==> config.mk <==
export PLATFORM = sky130hd
export DESIGN_NAME = sar_adc_serial_readout
export DESIGN_NICKNAME = d
export VERILOG_FILES = /design/src/core/sar_pkg.sv /design/src/core/sar_adc_serial_readout.sv /design/src/core/sar_buf2.sv
export SDC_FILE = /design/constraint.sdc
export NUM_CORES = 1
export LEC_CHECK = 0
export BUFFER_PORTS_ARGS = -buffer_cell sky130_fd_sc_hd__buf_2
export CAP_MARGIN = 25
export CORE_ASPECT_RATIO = 0.9
export CORE_MARGIN = 4
export CORE_UTILIZATION = 47
export CTS_BUF_LIST = sky130_fd_sc_hd__clkbuf_16
export DETAILED_ROUTE_END_ITERATION = 10
export GPL_TIMING_DRIVEN = 0
export PLACE_DENSITY = 0.65
export SYNTH_ARGS = -nofsm -noshare
export SYNTH_HDL_FRONTEND = slang
export SYNTH_SLANG_ARGS = --single-unit
==> constraint.sdc <==
create_clock -name mclk -period 4.29 [get_ports mclk]
set_input_delay 0.6435 -clock mclk [delete_from_list [all_inputs] [get_ports mclk]]
set_output_delay 0.6435 -clock mclk [all_outputs]
set_load 0.05 [all_outputs]
==> src/core/sar_pkg.sv <==
// Shared constants for the converter sequencing and serial readout block.
// Assumes a 100 MHz system clock; all counts are derived from it here.
package sar_pkg;
  localparam int ClkPeriodNs = 10;
  // Conversion interval with the gain amplifier in use.
  localparam int ConvIntervalNs = 1550;
  // Conversion interval with the gain amplifier bypassed.
  localparam int ConvBypassNs = 660;
  localparam int ConvCycles = ConvIntervalNs / ClkPeriodNs;
  localparam int ConvBypassCycles = ConvBypassNs / ClkPeriodNs;
  // Least high time of the select line, kept by the host; nothing checks it.
  localparam int SelHighNormalNs = 150;
  localparam int SelHighReducedNs = 500;
  localparam int ResultBits = 14;
  localparam int ReportBits = 6;
  localparam int FrameBits = ResultBits + ReportBits;
  localparam int ChanBits = 3;
  localparam int GainBits = 3;
  localparam int CountWidth = 12;
  localparam int BitCountWidth = 5;
  localparam logic [13:0] ResultReset = 14'h0000;
  // The gain code that selects the amplifier bypass.
  localparam logic [2:0] GainBypassCode = 3'h0;
  typedef enum logic [1:0] {
    SAR_ACQ = 2'b00,
    SAR_CONV = 2'b01,
    SAR_READ = 2'b10
  } sar_phase_e;
endpackage
==> src/core/sar_adc_serial_readout.sv <==
// Conversion sequencing and serial readout of a 14-bit converter with channel and gain report.
// Assumes select line and read clock come from a host on another clock; both are synchronised.
// Contract
// - Select falling edge samples selected channel and starts timed conversion.
// - Busy is high throughout conversion and drops when it completes.
// - Top result bit appears on data out as busy falls.
// - Each later rising read clock edge shifts next bit down to bottom bit.
// - Up to six extra edges shift out channel and gain report bits.
// - Report order: channel bits MSB first, then gain bits MSB first.
// - Fewer extra edges give only that many report bits.
// - Data out is high impedance while select is high.
// - Select falling edge enables data out driving low until result.
// - Phases run acquisition, conversion, readout; acquisition follows readout at select rise.
// - Idle nap after conversion until the next select rising edge.
// - Normal mode: first sample after power or power-down is invalid.
// - Gain and channel come from digital input pins, gain bypass included.
// - Gain latched at select rise; normal uses next conversion, reduced uses current.
// - Reduced power: acquisition lasts the select high time.
`timescale 1ns/10ps
module sar_adc_serial_readout #(
  parameter int ConvCount = sar_pkg::ConvCycles,
  parameter int ConvBypassCount = sar_pkg::ConvBypassCycles
) (
  input wire logic mclk,
  input wire logic rst,
  input wire logic convSelectN,
  input wire logic sck,
  input wire logic [2:0] chanSel,
  input wire logic [2:0] gainSel,
  input wire logic reducedPowerPin,
  input wire logic powerdownPin,
  input wire logic [13:0] sampleCode,
  output logic busy,
  output logic sdoOut,
  output logic sdoOutEnN,
  output logic idlePartialPowerdown,
  output logic sampleInvalid,
  output logic [20:0] wordData,
  output logic wordValid,
  input wire logic wordReady,
  output logic wordOverrun
);
  typedef struct packed {
    logic [1:0] selSync;
    logic [1:0] sckSync;
    logic [1:0] lpSync;
    logic [1:0] pdSync;
    logic [2:0] chanSync0;
    logic [2:0] chanSync1;
    logic [2:0] gainSync0;
    logic [2:0] gainSync1;
    logic [sar_pkg::ResultBits-1:0] sampleSync0;
    logic [sar_pkg::ResultBits-1:0] sampleSync1;
    logic selPrev;
    logic sckPrev;
    sar_pkg::sar_phase_e phase;
    logic [sar_pkg::CountWidth-1:0] convCnt;
    logic [sar_pkg::FrameBits-1:0] shiftReg;
    logic [sar_pkg::BitCountWidth-1:0] bitCnt;
    logic [2:0] gainLatched;
    logic needsWarm;
    logic curInvalid;
    logic busy;
    logic sdo;
    logic sdoEnN;
    logic idle_partial_powerdown;
    logic invalid;
    logic pushValid;
    logic [20:0] pushData;
    logic overrun;
  } sar_state_s;
  sar_state_s st_reg;
  sar_state_s st_next;
  logic selFall;
  logic selRise;
  logic sckRise;
  logic bufInReady;
  logic bufOutValid;
  logic [20:0] bufOutData;
  logic [2:0] gainForConv;
  logic [sar_pkg::CountWidth-1:0] convLimit;

  // Rising edge of a synchronised level; a falling edge is found from inverted levels.
  function automatic logic isRise(input logic prev, input logic cur);
    return !prev && cur;
  endfunction
  always_comb begin
    st_next = st_reg;
    st_next.selSync = {st_reg.selSync[0], convSelectN};
    st_next.sckSync = {st_reg.sckSync[0], sck};
    // Mode and power-down pins are treated as static between conversions.
    st_next.lpSync = {st_reg.lpSync[0], reducedPowerPin};
    st_next.pdSync = {st_reg.pdSync[0], powerdownPin};
    st_next.chanSync0 = chanSel;
    st_next.chanSync1 = st_reg.chanSync0;
    st_next.gainSync0 = gainSel;
    st_next.gainSync1 = st_reg.gainSync0;
    // The code is delayed like the select line, so it matches the sampling instant.
    st_next.sampleSync0 = sampleCode;
    st_next.sampleSync1 = st_reg.sampleSync0;
    st_next.selPrev = st_reg.selSync[1];
    st_next.sckPrev = st_reg.sckSync[1];
    selFall = isRise(!st_reg.selPrev, !st_reg.selSync[1]);
    selRise = isRise(st_reg.selPrev, st_reg.selSync[1]);
    // The read clock must hold each level longer than one system clock, or edges are lost.
    sckRise = isRise(st_reg.sckPrev, st_reg.sckSync[1]);
    gainForConv = st_reg.lpSync[1] ? st_reg.gainSync1 : st_reg.gainLatched;
    convLimit = (gainForConv == sar_pkg::GainBypassCode) ?
      sar_pkg::CountWidth'(ConvBypassCount) : sar_pkg::CountWidth'(ConvCount);
    st_next.pushValid = 1'b0;
    // The overrun flag is sticky until reset, so a lost word cannot go unseen.
    if (st_reg.pushValid && !bufInReady) begin
      st_next.overrun = 1'b1;
    end
    if (st_reg.pdSync[1]) begin
      st_next.needsWarm = 1'b1;
    end
    if (st_reg.selSync[1]) begin
      st_next.sdoEnN = 1'b1;
      st_next.sdo = 1'b0;
    end
    // A conversion ending in this cycle sets the nap flag again below, so the set wins.
    // full power at select rise; latch gain
    if (selRise) begin
      st_next.idle_partial_powerdown = 1'b0;
      st_next.gainLatched = st_reg.gainSync1;
    end
    unique case (st_reg.phase)
      sar_pkg::SAR_ACQ: begin
        if (selFall && !st_reg.pdSync[1]) begin
          st_next.phase = sar_pkg::SAR_CONV;
          st_next.convCnt = '0;
          st_next.busy = 1'b1;
          st_next.sdoEnN = 1'b0;
          st_next.sdo = 1'b0;
          st_next.shiftReg = {st_reg.sampleSync1, st_reg.chanSync1, gainForConv};
          st_next.curInvalid = st_reg.needsWarm && !st_reg.lpSync[1];
          st_next.needsWarm = 1'b0;
        end
      end
      sar_pkg::SAR_CONV: begin
        // Counting to the limit minus one keeps busy high for exactly limit cycles.
        // busy for timed conversion
        if (st_reg.convCnt >= convLimit - sar_pkg::CountWidth'(1)) begin
          st_next.busy = 1'b0;
          // readout then acquisition; nap after conversion
          st_next.phase = sar_pkg::SAR_READ;
          st_next.idle_partial_powerdown = 1'b1;
          st_next.invalid = st_reg.curInvalid;
          st_next.sdo = st_reg.shiftReg[sar_pkg::FrameBits-1];
          st_next.bitCnt = '0;
          st_next.pushValid = 1'b1;
          st_next.pushData = {st_reg.curInvalid, st_reg.shiftReg};
        end else begin
          st_next.convCnt = st_reg.convCnt + sar_pkg::CountWidth'(1);
        end
      end
      sar_pkg::SAR_READ: begin
        // Edges past the last report bit are refused and the last bit stays on the pin.
        // shift per rising edge, stop at frame end
        if (sckRise && !st_reg.selSync[1] &&
            st_reg.bitCnt < sar_pkg::BitCountWidth'(sar_pkg::FrameBits - 1)) begin
          st_next.shiftReg = {st_reg.shiftReg[sar_pkg::FrameBits-2:0], 1'b0};
          st_next.sdo = st_reg.shiftReg[sar_pkg::FrameBits-2];
          st_next.bitCnt = st_reg.bitCnt + sar_pkg::BitCountWidth'(1);
        end
        if (st_reg.selSync[1]) begin
          st_next.phase = sar_pkg::SAR_ACQ;
        end
      end
      default: begin
        st_next.phase = sar_pkg::SAR_ACQ;
      end
    endcase
  end
  always_ff @(posedge mclk) begin
    if (rst) begin
      st_reg <= '0;
      st_reg.selSync <= 2'h3;
      st_reg.selPrev <= 1'b1;
      st_reg.sdoEnN <= 1'b1;
      st_reg.needsWarm <= 1'b1;
      st_reg.phase <= sar_pkg::SAR_ACQ;
    end else begin
      st_reg <= st_next;
    end
  end
  // A stalled reader can hold two words; a third is flagged and dropped.
  sar_buf2 #(.Width(21)) u_buf (
    .mclk(mclk),
    .rst(rst),
    .inValid(st_reg.pushValid),
    .inReady(bufInReady),
    .inData(st_reg.pushData),
    .outValid(bufOutValid),
    .outReady(wordReady),
    .outData(bufOutData)
  );
  assign busy = st_reg.busy;
  assign sdoOut = st_reg.sdo;
  assign sdoOutEnN = st_reg.sdoEnN;
  assign idlePartialPowerdown = st_reg.idle_partial_powerdown;
  assign sampleInvalid = st_reg.invalid;
  assign wordOverrun = st_reg.overrun;
  assign wordValid = bufOutValid;
  assign wordData = bufOutData;
endmodule

==> src/core/sar_buf2.sv <==
// Two-entry buffer holding finished conversion words.
// Assumes both sides run on the same clock and reset.
`timescale 1ns/10ps
module sar_buf2 #(
  parameter int Width = 21
) (
  input wire logic mclk,
  input wire logic rst,
  input wire logic inValid,
  output logic inReady,
  input wire logic [Width-1:0] inData,
  output logic outValid,
  input wire logic outReady,
  output logic [Width-1:0] outData
);
  typedef struct packed {
    logic [1:0][Width-1:0] mem;
    logic wrPtr;
    logic rdPtr;
    logic [1:0] count;
    logic valid;
    logic notFull;
    logic [Width-1:0] head;
  } sar_buf_s;
  sar_buf_s st_reg;
  sar_buf_s st_next;
  logic doWrite;
  logic doRead;
  always_comb begin
    st_next = st_reg;
    doWrite = inValid && (st_reg.count != 2'h2);
    doRead = outReady && (st_reg.count != 2'h0);
    if (doWrite) begin
      st_next.mem[st_reg.wrPtr] = inData;
      st_next.wrPtr = ~st_reg.wrPtr;
    end
    if (doRead) begin
      st_next.rdPtr = ~st_reg.rdPtr;
    end
    if (doWrite && !doRead) begin
      st_next.count = st_reg.count + 2'h1;
    end else if (doRead && !doWrite) begin
      st_next.count = st_reg.count - 2'h1;
    end
    // Flags and head word are registered so that the outputs come straight from flip-flops.
    st_next.valid = (st_next.count != 2'h0);
    st_next.notFull = (st_next.count != 2'h2);
    st_next.head = st_next.mem[st_next.rdPtr];
  end
  always_ff @(posedge mclk) begin
    if (rst) begin
      st_reg <= '0;
      st_reg.notFull <= 1'b1;
    end else begin
      st_reg <= st_next;
    end
  end
  assign inReady = st_reg.notFull;
  assign outValid = st_reg.valid;
  assign outData = st_reg.head;
endmodule

==> summary.md <==
| Metric | Value |
|---|---|
| Worst slew pin tran | `0.824 ns` |
| Critical path type | `flip-flop to flip-flop` |
| Antenna-violating nets left | `0` |
| Clock transition at the registers of the reported paths | `0.06 ns` |
| First-pass GRT wire length | `23,000 µm` |
| Number of global-route vias before repair | `4,629` |
| Synthesized cell area | `6830 µm²` |
| Synth cell types | `49` |
| Ys Warns | `0` |
| Floorplan core area | `14,100 µm²` |
| Row count | `41` |
| DRT iter0 DRCs | `330` |
| Critical Path RT | `4.64 ns` |
| Worst hold slack | `0.406 ns` |
| Worst setup SP type | `flip-flop` |
| Via/cell ratio | `5.04` |
| Synth top area share | `55.7%` |
| Crit path DAT | `3.90 ns` |
| Hold Path Origin | `convSelectN` |
| Post-synthesis sequential area ratio | `55.7%` |
| Fin crit share | `82.8%` |
| Wire per inst | `14.4 µm` |
| Clock Skews | `0.00746 ns` |
| Pwr per Cell Area | `458 nW/µm²` |
| Share of cells above drive strength 1 | `15.7%` |
| Root buffer cell | `clkbuf_16` |
| Min cycle time layout | `3.55 ns` |
| GRT Util Overall | `17.7%` |
| Synth Register Bits | `190` |
| Die Width | `135 µm` |
| Setup TNS | `0 ns` |
| # nets final | `785` |
| Status | `complete, no violations` |
| Post-synth EDFFs | `0` |
| Routed wire length | `13,800 µm` |
| DRC viols | `0` |
| Critical Path Fanout Max | `10` |
| Port bufs | `53` |
| Clock tree buffer depth | `2` |
| Avg Synthesized Cell Area | `10.1 µm²` |
| Cell taking the most area after synthesis | `dfxtp_1` |
| R2R Setup Slk | `0.74 ns` |
| Post-CTS sizing | `0` |
| Hold Path End | `st_next[121]` |
| Sequential Area | `3800 µm²` |
| Clk_lat worst skew | `0.42 ns` |
| Area grow syn2layout | `15.9%` |
| Total global routing overflow | `0` |
| Starting Density | `48.4%` |
| Post-CTS Setup Bufs | `0` |
| Area of the multi-input gates | `2650 µm²` |
| Setup Viol. Count Final | `0` |
| Fill cell count | `1,279` |
| Die Area | `16,500 µm²` |
| FF-to-FF Start | `st_reg[117]` |
| Hold Fails Final Rpt | `0` |
| Crit end category | `flip-flop` |
| H-tree Lvls | `4` |
| R2R cell count | `10` |
| Largest cells by area after synthesis | `dfxtp_1 (56%), mux2i_1 (10%), nor2b_1 (4.5%), nor2_1 (4.2%), a21oi_1 (2.9%)` |
| Die height | `122 µm` |
| Max IR drop VDD | `0.380 mV` |
| Largest net degree at the start of global routing | `17` |
| Reg-to-reg critical path endpoint | `st_reg[20]` |
| Slew headroom | `45.0%` |
| Min-delay worst type | `primary input to flip-flop` |
| Final Max Slew Viols | `0` |
| CTS tree | `built` |
| I/O Pins | `55` |
| Initial antenna violation count | `0` |
| Synth Flop Type | `dfxtp_1` |
| Routed vias | `4,829` |
| Hold Path Depth | `2` |
| Hold_buf cts | `0` |
| # Max-Cap Violations | `0` |
| Post-DP HPWL | `9890 µm` |
| Leakage power | `3.29 nW` |
| Fraction of registers with async set/reset | `0%` |
| CTS buffer count | `17` |
| Syn Nets | `712` |
| CTS Sinks | `190` |
| Unrepaired setup endpoints after global routing | `false` |
| Final RePlAce weighted congestion | `0.811` |
| Max reg flops | `89` |
| Cells after Synth | `679` |
| Antenna diodes | `0` |
| First-pass DRT Iterations | `5` |
| Fmax | `282 MHz` |
==> worst max-delay path: stages (launching register included) <==
cell and delay, ns:
dfxtp_1 0.31, clkbuf_1 0.25, or4b_2 0.68, nand2_1 0.12, ha_1 0.25, or4_1 0.42
o2111a_1 0.18, o221ai_2 0.41, clkbuf_1 0.55, nand2_1 0.15, a21oi_1 0.16
==> layout make-up <==
class / count / area share [%]
Buffer: 68 / 4.51
Clock buffer: 17 / 5.38
Clock inverter: 15 / 1.88
Inverter: 6 / 0.285
Multi-Input combinational cell: 415 / 33.4
Sequential cell: 190 / 48.1
Tap cell: 193 / 3.05
Timing Repair Buffer: 54 / 3.42
==> logic make-up (layout without fill, tap and decap cells) <==
logic type               Yosys count  in the layout  share of synthesized area (%)
AND/OR/NAND/NOR                  234            234                           17.4
flip-flops                       190            190                           55.7
multiplexers                      68             68                           9.97
AO/OA/AOI/OAI                    100            100                           9.36
buffers and inverters             74            160                           5.55
adder cells (fa/ha/maj)            7              7                           1.25
XOR/XNOR                           6              6                          0.770
==> synthesized netlist by cell type, drive strengths merged (6+ instances only) <==
library cell / instances
nor2: 77
clkbuf: 33
dfxtp: 190
nor2b: 49
a21oi: 39
nand2: 30
or4: 8
buf: 35
o22ai: 22
inv: 6
ha: 6
a211oi: 18
nand2b: 10
nand3: 25
or2: 6
mux2i: 68
==> layout by cell type, fill, tap and decap left out, drive strengths merged, types with 5 or more instances in the layout <==
cell	n
a211oi	18
a21oi	39
and2	5
buf	89
clkbuf	50
clkinv	7
dfxtp	190
ha	6
inv	8
mux2i	68
nand2	30
nand2b	10
nand3	25
nand3b	5
nor2	77
nor2b	49
nor3	5
o22ai	22
or2	6
or4	8
==> report_power, final <==
| group | leakage [nW] | switching, mW | internal (mW) | total [mW] |
|---|---|---|---|---|
| Sequential | 1.54 | 0.0241 | 1.82 | 1.84 |
| Clock | 0.273 | 0.652 | 0.855 | 1.51 |
| Combinational | 1.47 | 0.182 | 0.0990 | 0.281 |
| Total | 3.29 | 0.858 | 2.77 | 3.63 |
==> how the worst max path moves through the flow <==
stage                     start            end  slack (ns)  depth (start not counted)
detailed placement  st_reg[117]  sampleInvalid        0.77                         10
global route        st_reg[117]  sampleInvalid        0.54                         10
finish              st_reg[117]     st_reg[20]        0.74                         10
CTS                 st_reg[117]     st_reg[20]        0.75                         10
global placement    st_reg[117]  sampleInvalid        0.84                         10
floorplan           st_reg[117]     st_reg[63]        1.29                         10
==> stage by stage <==
step	power, mW	area [µm²]	setup WS (ns)	instances	util [%]
2_1_floorplan	2.08	6830	1.29	679	-
3_3_place_gp	2.15	7330	0.840	925	52.0
3_5_place_dp	2.16	7340	0.773	926	52.0
4_1_cts	3.66	7910	0.752	958	56.1
5_1_grt	3.78	7910	0.541	958	56.1
6_report	3.63	7910	0.738	958	56.1
==> routing by layer <==
| metal | share of wire (%) | GRT usage, % | vias to the layer above |
|---|---|---|---|
| li1 | - | - | 2461 |
| met1 | 47 | 23.2 | 2238 |
| met2 | 46 | 28.7 | 116 |
| met3 | 5.8 | 5.04 | 14 |
| met4 | 1.1 | 5.35 | 0 |
| met5 | 0 | 0 | - |
(Power assumes the default switching activity.)
